[src/logic/sgc_pkg.sv]
// Package with register map, field positions and timing counts of the serial global control.
package sgc_pkg;

  // ****************************************************************
  // Register offsets (byte addresses on the register bus)
  // ****************************************************************
  localparam int ADDR_W = 7;
  localparam logic [6:0] OFS_MODULE_RESET = 7'h00;
  localparam logic [6:0] OFS_GLOBAL_MODE = 7'h04;
  localparam logic [6:0] OFS_FLAG = 7'h10;
  localparam logic [6:0] OFS_PIN_FUNC = 7'h14;
  localparam logic [6:0] OFS_TX = 7'h3C;
  localparam logic [6:0] OFS_RX = 7'h40;

  // ****************************************************************
  // Field positions
  // ****************************************************************
  localparam int RELEASE_BIT = 0;
  localparam int ROLE_BIT = 0;
  localparam int CLKMODE_BIT = 1;
  localparam int ECHO_BIT = 16;
  localparam int ENABLE_BIT = 24;
  localparam int RXDONE_BIT = 0;
  localparam int OVERRUN_BIT = 1;
  localparam int BUSY_BIT = 2;
  localparam int PF_SDI_BIT = 0;
  localparam int PF_SDO_BIT = 1;

  // ****************************************************************
  // Writable and readable masks and reset values
  // ****************************************************************
  localparam logic [31:0] MRC_WMASK = 32'h0000_0001;
  localparam logic [31:0] GMC_WMASK = 32'h0101_0003;
  localparam logic [31:0] FLAG_RMASK = 32'h0000_0007;
  localparam logic [31:0] PF_WMASK = 32'h0000_0003;
  localparam logic [31:0] WORD_RMASK = 32'h0000_FFFF;
  localparam logic [31:0] REG_RESET = 32'h0000_0000;

  // ****************************************************************
  // Serial word and clock timing
  // ****************************************************************
  localparam int WORD_W = 16;
  localparam int CNT_W = 5;
  localparam logic [4:0] LAST_BIT = 5'h0F;
  localparam int DIV_W = 3;
  // Half period of the serial clock in system clock cycles.
  localparam logic [2:0] HALF_PERIOD_CYCLES = 3'h4;
  localparam logic [2:0] HALF_PERIOD_LAST = HALF_PERIOD_CYCLES - 3'h1;

endpackage : sgc_pkg

[src/logic/sgc_top.sv]
// Global control of the serial controller with its register slave, engine and pin control.
//
// Decided for this implementation: register access over Avalon-MM and the placing of the registers.
`timescale 1ns/1ps

// Contract
// RL1: Software sets reset-release bit before anything else.
// RL2: Module held reset while reset-release bit is zero.
// RL3: Reserved bits read zero, writes have no effect.
// RL4: Engine disabled after reset until enable written.
// RL5: Software writes enable last, after configuration.
// RL6: Engine off forces receive and overrun flags zero.
// RL7: Engine off stops clock, forces shift register zero.
// RL8: Echo bit set enables internal self-test mode.
// RL9: Echo joins data-out to data-in when pins serial.
// RL10: Echo stores each sent word as received data; the code stores zero instead unless both pins are serial.
// RL11: Echo keeps external clock inactive, data-in undriven.
// RL12: Software selects controller role before echo mode.
// RL13: Software avoids toggling echo during a transfer.
// RL14: Software sets clock-mode bit to one.
// RL15: Software sets controller-role bit to one.
// RL16: Software writes zeroes to reserved bits.
// RL17: Disabling engine keeps configuration registers unchanged.
module sgc_top
  import sgc_pkg::*;
(
  input wire logic i_clock,
  input wire logic i_resetn,
  input wire logic [ADDR_W-1:0] i_address,
  input wire logic i_read,
  input wire logic i_write,
  input wire logic [31:0] i_writedata,
  input wire logic [3:0] i_byteenable,
  output logic [31:0] o_readdata,
  output logic o_waitrequest,
  input wire logic i_sdi,
  output logic o_sclk,
  output logic o_sdo
);

  // ****************************************************************
  // State
  // ****************************************************************
  typedef struct packed {
    logic mod_release;
    logic engine_en;
    logic echo;
    logic clk_mode;
    logic role;
    logic pf_sdi;
    logic pf_sdo;
    logic [WORD_W-1:0] tx;
    logic tx_pend;
    logic [WORD_W-1:0] rx;
    logic rx_done;
    logic overrun;
    logic sdi_meta;
    logic sdi_sync;
    logic sclk;
    logic sdo;
    logic waitrq;
    logic [31:0] rdata;
  } sgc_state_t;

  sgc_state_t s_q;
  sgc_state_t s_d;

  logic run;
  logic echo_link;
  logic accept;
  logic wr;
  logic rx_clear;
  logic ovr_clear;
  logic [31:0] rd_word;
  logic [31:0] merged;
  logic shf_start;
  logic shf_rx_bit;
  logic shf_tick;
  logic shf_busy;
  logic shf_done;
  logic shf_sclk;
  logic shf_sdo;
  logic [WORD_W-1:0] shf_rx_word;

  function automatic logic [31:0] sgc_merge(input logic [31:0] old_word,
                                            input logic [31:0] wdata,
                                            input logic [3:0] be);
    logic [31:0] m;
    m = {{8{be[3]}}, {8{be[2]}}, {8{be[1]}}, {8{be[0]}}};
    return (old_word & ~m) | (wdata & m);
  endfunction : sgc_merge

  // ****************************************************************
  // Engine
  // ****************************************************************
  sgc_clk_div u_div (
    .i_clock(i_clock),
    .i_resetn(i_resetn),
    .i_run(shf_busy),
    .o_tick(shf_tick)
  );

  sgc_shifter u_shf (
    .i_clock(i_clock),
    .i_resetn(i_resetn),
    .i_run(run),
    .i_tick(shf_tick),
    .i_start(shf_start),
    .i_data(s_q.tx),
    .i_rx_bit(shf_rx_bit),
    .o_busy(shf_busy),
    .o_done(shf_done),
    .o_sclk(shf_sclk),
    .o_sdo(shf_sdo),
    .o_rx_word(shf_rx_word)
  );

  // ****************************************************************
  // Next state
  // ****************************************************************
  always_comb
  begin
    s_d = s_q;
    rd_word = REG_RESET;
    accept = 1'b0;
    rx_clear = 1'b0;
    ovr_clear = 1'b0;
    shf_start = 1'b0;
    run = s_q.mod_release & s_q.engine_en; // RL2 RL4
    echo_link = s_q.echo & s_q.pf_sdi & s_q.pf_sdo;
    // The pin is disconnected in echo mode; without serial pins nothing is looped.
    shf_rx_bit = s_q.echo ? (echo_link & shf_sdo) : (s_q.pf_sdi & s_q.sdi_sync); // RL9 RL10
    s_d.sdi_meta = i_sdi;
    s_d.sdi_sync = s_q.sdi_meta;

    // Readback keeps every reserved position at zero.
    case (i_address)
      OFS_MODULE_RESET: rd_word[RELEASE_BIT] = s_q.mod_release; // RL3
      OFS_GLOBAL_MODE:
      begin
        rd_word[ENABLE_BIT] = s_q.engine_en;
        rd_word[ECHO_BIT] = s_q.echo;
        rd_word[CLKMODE_BIT] = s_q.clk_mode;
        rd_word[ROLE_BIT] = s_q.role;
      end
      OFS_FLAG:
      begin
        rd_word[RXDONE_BIT] = s_q.rx_done;
        rd_word[OVERRUN_BIT] = s_q.overrun;
        rd_word[BUSY_BIT] = shf_busy;
      end
      OFS_PIN_FUNC:
      begin
        rd_word[PF_SDI_BIT] = s_q.pf_sdi;
        rd_word[PF_SDO_BIT] = s_q.pf_sdo;
      end
      OFS_TX: rd_word[WORD_W-1:0] = s_q.tx;
      OFS_RX: rd_word[WORD_W-1:0] = s_q.rx;
      default: rd_word = REG_RESET;
    endcase
    merged = sgc_merge(rd_word, i_writedata, i_byteenable);

    // One wait cycle, then a single ready cycle in which the access completes.
    if (s_q.waitrq)
    begin
      if (i_read || i_write)
      begin
        s_d.waitrq = 1'b0;
        s_d.rdata = i_read ? rd_word : REG_RESET;
      end
    end
    else
    begin
      s_d.waitrq = 1'b1;
      accept = i_read || i_write;
    end
    wr = accept & i_write;

    // A queued word starts before any write of this cycle refills the holding register.
    if (run && s_q.tx_pend && !shf_busy)
    begin
      shf_start = 1'b1;
      s_d.tx_pend = 1'b0;
    end

    if (wr)
    begin
      case (i_address)
        OFS_MODULE_RESET: s_d.mod_release = merged[RELEASE_BIT]; // RL3
        OFS_GLOBAL_MODE:
          if (s_q.mod_release)
          begin
            s_d.engine_en = merged[ENABLE_BIT]; // RL4
            s_d.echo = merged[ECHO_BIT]; // RL8
            s_d.clk_mode = merged[CLKMODE_BIT];
            s_d.role = merged[ROLE_BIT];
          end
        OFS_FLAG:
        begin
          rx_clear = i_byteenable[0] & i_writedata[RXDONE_BIT];
          ovr_clear = i_byteenable[0] & i_writedata[OVERRUN_BIT];
        end
        OFS_PIN_FUNC:
          if (s_q.mod_release)
          begin
            s_d.pf_sdi = merged[PF_SDI_BIT];
            s_d.pf_sdo = merged[PF_SDO_BIT];
          end
        OFS_TX:
          if (run)
          begin
            s_d.tx = merged[WORD_W-1:0];
            s_d.tx_pend = 1'b1;
          end
        default: ;
      endcase
    end
    if (accept && i_read && (i_address == OFS_RX))
      rx_clear = 1'b1;

    // Clears first so that a word finishing in the same cycle still sets its flags.
    if (rx_clear)
      s_d.rx_done = 1'b0;
    if (ovr_clear)
      s_d.overrun = 1'b0;
    if (shf_done)
    begin
      s_d.rx = shf_rx_word; // RL10
      s_d.rx_done = 1'b1;
      if (s_q.rx_done && !rx_clear)
        s_d.overrun = 1'b1;
    end

    // Engine or module off clears the working state; only a module reset clears config.
    if (!run || !s_d.mod_release)
    begin
      s_d.rx_done = 1'b0; // RL6
      s_d.overrun = 1'b0; // RL6
      s_d.tx = '0; // RL7 RL17
      s_d.tx_pend = 1'b0;
    end
    if (!s_d.mod_release)
    begin
      s_d.engine_en = 1'b0; // RL2
      s_d.echo = 1'b0;
      s_d.clk_mode = 1'b0;
      s_d.role = 1'b0;
      s_d.pf_sdi = 1'b0;
      s_d.pf_sdo = 1'b0;
      s_d.rx = '0;
    end

    // Pins sit at their inactive level whenever the engine is off or echoing.
    s_d.sclk = (run && s_d.mod_release && !s_q.echo) ? shf_sclk : 1'b0; // RL7 RL11
    s_d.sdo = (run && s_d.mod_release && !s_q.echo && s_q.pf_sdo) ? shf_sdo : 1'b0; // RL11
  end

  always_ff @(posedge i_clock or negedge i_resetn)
  begin
    if (!i_resetn)
    begin
      s_q <= '0;
      s_q.waitrq <= 1'b1;
    end
    else
    begin
      s_q <= s_d;
    end
  end

  assign o_readdata = s_q.rdata;
  assign o_waitrequest = s_q.waitrq;
  assign o_sclk = s_q.sclk;
  assign o_sdo = s_q.sdo;

  // Records the word handed to the engine and whether the echo loop (echo with both pins serial) stayed closed throughout.
  logic [WORD_W-1:0] h_sent;
  logic h_echo_all;

  always_ff @(posedge i_clock or negedge i_resetn)
  begin
    if (!i_resetn)
    begin
      h_sent <= '0;
      h_echo_all <= 1'b0;
    end
    else if (shf_start)
    begin
      h_sent <= s_q.tx;
      h_echo_all <= echo_link;
    end
    else if (!echo_link)
      h_echo_all <= 1'b0;
  end
endmodule : sgc_top

[src/logic/sgc_clk_div.sv]
// Divider that makes the serial clock half-period enable pulse.
`timescale 1ns/1ps
module sgc_clk_div
  import sgc_pkg::*;
(
  input wire logic i_clock,
  input wire logic i_resetn,
  input wire logic i_run,
  output logic o_tick
);

  typedef struct packed {
    logic [DIV_W-1:0] cnt;
    logic tick;
  } sgc_div_t;

  sgc_div_t s_q;
  sgc_div_t s_d;

  always_comb
  begin
    s_d = s_q;
    s_d.tick = 1'b0;
    if (!i_run)
    begin
      s_d.cnt = '0;
    end
    else if (s_q.cnt == HALF_PERIOD_LAST)
    begin
      s_d.cnt = '0;
      s_d.tick = 1'b1;
    end
    else
    begin
      s_d.cnt = s_q.cnt + 3'h1;
    end
  end

  always_ff @(posedge i_clock or negedge i_resetn)
  begin
    if (!i_resetn)
    begin
      s_q <= '0;
    end
    else
    begin
      s_q <= s_d;
    end
  end

  assign o_tick = s_q.tick;

endmodule : sgc_clk_div

[src/logic/sgc_shifter.sv]
// Serial shift engine: one word out MSB first, sampled on the rising serial clock edge.
`timescale 1ns/1ps
module sgc_shifter
  import sgc_pkg::*;
(
  input wire logic i_clock,
  input wire logic i_resetn,
  input wire logic i_run,
  input wire logic i_tick,
  input wire logic i_start,
  input wire logic [WORD_W-1:0] i_data,
  input wire logic i_rx_bit,
  output logic o_busy,
  output logic o_done,
  output logic o_sclk,
  output logic o_sdo,
  output logic [WORD_W-1:0] o_rx_word
);

  typedef struct packed {
    logic [WORD_W-1:0] tx;
    logic [WORD_W-1:0] rx;
    logic [CNT_W-1:0] cnt;
    logic sclk;
    logic busy;
    logic done;
  } sgc_shf_t;

  sgc_shf_t s_q;
  sgc_shf_t s_d;

  always_comb
  begin
    s_d = s_q;
    s_d.done = 1'b0;
    if (!i_run)
    begin
      // Held in reset: shift register forced to zero, clock idle.
      s_d = '0; // RL7
    end
    else if (!s_q.busy)
    begin
      if (i_start)
      begin
        s_d.tx = i_data;
        s_d.cnt = '0;
        s_d.busy = 1'b1;
      end
    end
    else if (i_tick)
    begin
      if (!s_q.sclk)
      begin
        s_d.sclk = 1'b1;
        s_d.rx = {s_q.rx[WORD_W-2:0], i_rx_bit};
      end
      else
      begin
        s_d.sclk = 1'b0;
        s_d.tx = {s_q.tx[WORD_W-2:0], 1'b0};
        if (s_q.cnt == LAST_BIT)
        begin
          s_d.busy = 1'b0;
          s_d.done = 1'b1;
        end
        else
        begin
          s_d.cnt = s_q.cnt + 5'h01;
        end
      end
    end
  end

  always_ff @(posedge i_clock or negedge i_resetn)
  begin
    if (!i_resetn)
    begin
      s_q <= '0;
    end
    else
    begin
      s_q <= s_d;
    end
  end

  assign o_busy = s_q.busy;
  assign o_done = s_q.done;
  assign o_sclk = s_q.sclk;
  assign o_sdo = s_q.tx[WORD_W-1];
  assign o_rx_word = s_q.rx;

endmodule : sgc_shifter

[config.mk]
export PLATFORM = sky130hd
export DESIGN_NAME = sgc_top
export DESIGN_NICKNAME = d
export VERILOG_FILES = /design/src/logic/sgc_pkg.sv /design/src/logic/sgc_top.sv /design/src/logic/sgc_clk_div.sv /design/src/logic/sgc_shifter.sv
export SDC_FILE = /design/constraint.sdc
export NUM_CORES = 1
export LEC_CHECK = 0
export CORE_ASPECT_RATIO = 2
export CORE_MARGIN = 2
export CORE_UTILIZATION = 45
export DETAILED_ROUTE_END_ITERATION = 10
export DONT_BUFFER_PORTS = 1
export SLEW_MARGIN = 15
export SYNTH_ARGS = -nofsm -noshare
export SYNTH_HDL_FRONTEND = slang
export SYNTH_HIERARCHICAL = 1
export SYNTH_SLANG_ARGS = --single-unit
[constraint.sdc]
create_clock -name i_clock -period 3 [get_ports i_clock]
set_input_delay 0.6 -clock i_clock [delete_from_list [all_inputs] [get_ports i_clock]]
set_output_delay 0.6 -clock i_clock [all_outputs]
set_load 0.01 [all_outputs]
==> results.md <==
GRT:
- For this run the aggregate overflow at the end of global routing stands at 0.
- The initial antenna violation count was 0.
- The via count of the first global-routing pass is 3917.
- In the global route stage, overall resource usage came out at 0.205.
- The first-pass GRT wire length is 21.7 mm.
- The largest net degree at the start of global routing is 110.

Pwr:
- The net switching power is 0.000626 W.
- The maximum ir drop on the vdd rail is 0.000299 V.
- The power density relative to cell area is 479 nW/um^2.
- Total power for the finished layout comes to 0.00281 W.
- The design internal power is 0.00219 W.
- Summed over all cells, the static leakage comes to 2.61 nW.
- The part of the power in the clock network is 0.439.
- The share of total power dissipated in combinational logic is 0.035.
- Of the total power, the share spent switching nets is 0.222.
- Of the total power, registers draw 0.526.

Setup path:
- Setup slack on the worst reg-to-reg path comes out at 0.74 ns.
- STA classifies the critical path endpoint as a flop.
- In this run the critical register-to-register path is captured at u_shf/s_q[30]$_DFFE_PN0P_.
- The startpoint identified for the worst register-to-register timing path is s_q[77]$_DFFE_PN0P_.
- The worst setup path category is flop to flop.
- The biggest cell delay along the critical path is 0.43 ns.
- STA puts the critical path data arrival time at 2.49 ns.
- The critical path launch point type is a flop.
- The required time reported for the critical path endpoint is 3.23 ns.
- Walking the worst path, the cells encountered are nand2_1, clkinv_1, and3_1, or2b_4, nand3_4, mux2_4.
- The largest individual stage delay along the critical path comes from the cell sky130_fd_sc_hd__dfrtp_1.
- Along the worst path, the maximum fanout reaches 16.
- The logic depth of the worst register-to-register path is 6.

Final layout:
- The number of filler instances in the final layout is 1173.
- Summing all non-filler instances in the final layout gives an area of 5870 sq um.
- For this run, the share of the core covered by cells in the final layout is 0.468.
- 0 antenna diodes ended up in the layout.
- The final layout contains 515 nets.
- The count of non-filler cells in the finished layout is 619.
- The area of the multi-input gates is 2500 sq um.
- The area used by sequential logic in the layout is 2730 sq um.
- The proportion of layout cells with a drive suffix above 1 is 0.168.
- The growth of design area from synthesis to finish is 1.36%.

Die:
- The effective utilization at floorplan is 0.462.
- The die covers 13900 sq um.
- Pin placement for this block handled 83 I/O pins.
- The die extent in x is 84.2 microns.
- The core area is 12600 sq um.
- The die height is 164 microns.
- The number of rows in the core area is 58.

Synthesis:
- The biggest area consumer among synthesized cells is sky130_fd_sc_hd__dfrtp_1.
- Of the total synthesized cell area, the portion taken by full adders, half adders and majority gates is 0.00648.
- The synthesis warning total is 6.
- The main combinational cell family by area after synthesis is compound AO/OA/AOI/OAI gates.
- The number of distinct standard cells referenced by the synthesized netlist is 68.
- A synthesized cell averages 11.5 sq um.
- The share of the Yosys chip area taken by registers is 0.471.
- Synthesis inferred 109 register bits.
- The async set or reset register ratio after synthesis is 1.00.
- Of the total synthesized cell area, the portion taken by AND, OR, NAND and NOR gates is 0.132.
- The area fraction in compound gates after synthesis is 0.191.
- By area the synthesized netlist is led by sky130_fd_sc_hd__dfrtp_1 (47%), sky130_fd_sc_hd__a22o_1 (7.4%), sky130_fd_sc_hd__buf_4 (6.9%).
- Of the total synthesized cell area, the portion taken by XOR and XNOR cells is 0.00151.
- The gate count of the mapped netlist is 505.
- The most used flip-flop cell after synthesis is sky130_fd_sc_hd__dfrtp_1.
- The portion of synthesized area spent on multiplexers is 0.0920.
- The area of the mapped netlist is 5790 sq um.
- The area share of the leading cell type in the synthesized netlist is 0.466.
- The number of enable-type register cells in the synthesized netlist is 0.

STA:
- Of the available clock period, the critical path in the final layout requires 0.755.
- Setup repair after global routing left no endpoint under its margin.
- The minimum clock period after layout is 2.26 ns.
- Headroom to the max-slew limit came out at 0.287.
- The setup-violating endpoint count in the final report is 0.
- The number of hold-slack violations in the final timing report was 108.
- Hold timing on the final database bottoms out at a slack of -0.0510 ns.
- For the pin with the worst max-slew slack, the measured transition is 1.07 ns.
- The final-report max-slew violation count was 0.
- Derived from the worst setup path, the maximum achievable clock frequency is 0.442 GHz.
- On the final layout, the worst clock skew is 0.00951 ns.
- The setup total negative slack is 0 ns.

Clock tree:
- The H-tree depth is 3.
- The number of instances resized during post-cts repair is 0.
- The number of buffers inserted by post-CTS setup repair is 0.
- The later pin in the worst-skew pair is clocked with a latency of 0.35 ns.
- The root buffer selected by CTS is sky130_fd_sc_hd__clkbuf_16.
- CTS saw 109 sinks.
- The number of buffers created by CTS is 9.
- The clock-pin slew of the registers on the worst-case setup and hold paths is 0.07 ns.
- The clock passes through at most 2 buffers.
- TritonCTS built the clock tree.

Detailed routing:
- The final route contains 3761 vias.
- The number of nets with antenna violations after detailed routing is 0.
- The first TritonRoute pass finished after 5 iterations.
- After detailed routing, the number of remaining DRC violations is 0.
- The routed length per placed instance is 21.8 microns.
- Dividing the detail-routed via count by the number of cells gives 6.08.
- The violation count after the first detailed-route iteration is 246.
- The routed design has 13.5 mm of wire.

Placement:
- Port buffering added 0 buffers.
- The post-placement cell area is 5560 sq um.
- After detailed placement, the design holds a cell count of 603.
- The congestion estimate from routability-driven global placement came to 0.849.
- Once detailed placement completed, the half-perimeter wirelength came to 9.46 mm.

Outcome:
- The flow ran to the end, but the final reports show violations.
- The checks that failed: hold timing.

Run:
- The max capacitance violation total is 0.

Hold path:
- The classification of the worst-slack hold path is primary input to asynchronous set/reset pin.
critical path, delay by kind of cell (launching register included):
| family | cells | cell delay, ns |
|---|---|---|
| simple gates | 4 | 0.97 |
| flops | 1 | 0.43 |
| mux | 1 | 0.40 |
| buf+inv | 1 | 0.35 |
cell usage after synthesis (all sizes together), types with 7 or more instances:
master / count
a22o: 56
a22oi: 7
buf: 71
clkbuf: 7
dfrtp: 108
inv: 11
mux2: 15
mux2i: 33
nand2: 29
nand2b: 8
nand3: 20
nor2: 27
o21ai: 14
o22ai: 13
per-stage QoR:
step           worst slack, ns  hold WS, ns
2_1_floorplan            0.715        0.304
3_3_place_gp             0.388        0.307
3_5_place_dp             0.370        0.307
4_1_cts                  0.728      -0.0626
5_1_grt                  0.631      -0.0677
6_report                 0.735      -0.0510
power groups by stage:
stage	clock, W	combinational, W	sequential [W]
6_report	0.00124	0.0000986	0.00148
5_1_grt	0.00133	0.000107	0.00148
4_1_cts	0.00126	0.0000995	0.00148
3_5_place_dp	0	0.0000990	0.00151
3_3_place_gp	0	0.0000990	0.00151
2_1_floorplan	0	0.0000963	0.00151
per-layer routing:
layer,up-vias,part of all wire,track usage
met1,1935,0.39,0.233
met4,0,0.037,0.100
met5,-,0,0
li1,1698,-,-
met2,100,0.54,0.368
met3,28,0.036,0.0345
kinds of logic (layout without fill, tap and decap cells):
kind of cell             count (synthesis)  in the layout
adder cells (fa/ha/maj)                  3              3
flip-flops                             109            109
buffers and inverters                   90             41
AO/OA/AOI/OAI                          124            124
other                                    1             14
multiplexers                            48             48
AND/OR/NAND/NOR                        129            129
XOR/XNOR                                 1              1
flip-flops by register name, indices dropped and copies added, names as in the netlist:
name	flops
u_shf/s_q	20
u_div/s_q	3
s_d	1
u_div/o_tick	1
u_shf/o_sdo	1
o_readdata	18
u_shf/o_done	1
o_sclk	1
s_q	43
o_sdo	1
u_shf/o_rx_word	16
u_shf/o_busy	1
o_waitrequest	1
u_shf/o_sclk	1
cell type report:
cell class,instances,area share
clock buffers,11,0.0413
multi-input cells,319,0.426
clock inverters,5,0.0115
well taps,150,0.0320
flip-flops and latches,109,0.465
inverters,12,0.00767
repair buffers,13,0.0166
worst max path at each step:
stage,startpoint,end,slack [ns]
floorplan,i_address[3],s_q[47]$_DFFE_PN0P_,0.72
global placement,i_address[3],o_sclk$_DFF_PN0_,0.39
detailed placement,i_address[3],o_sclk$_DFF_PN0_,0.37
CTS,s_q[77]$_DFFE_PN0P_,u_shf/s_q[30]$_DFFE_PN0P_,0.73
global route,i_address[3],o_sclk$_DFF_PN0_,0.63
finish,s_q[77]$_DFFE_PN0P_,u_shf/s_q[30]$_DFFE_PN0P_,0.74
placed cells by master, fill, tap and decap left out, drive strengths merged, types with 8 or more instances in the layout:
master	count
nand3	20
a22o	56
nand2	29
clkbuf	11
inv	12
nor2	27
mux2i	33
nand2b	8
mux2	15
conb	14
o21ai	14
buf	13
o22ai	13
dfrtp	108
No activity file was read; power rests on OpenSTA's default activity.
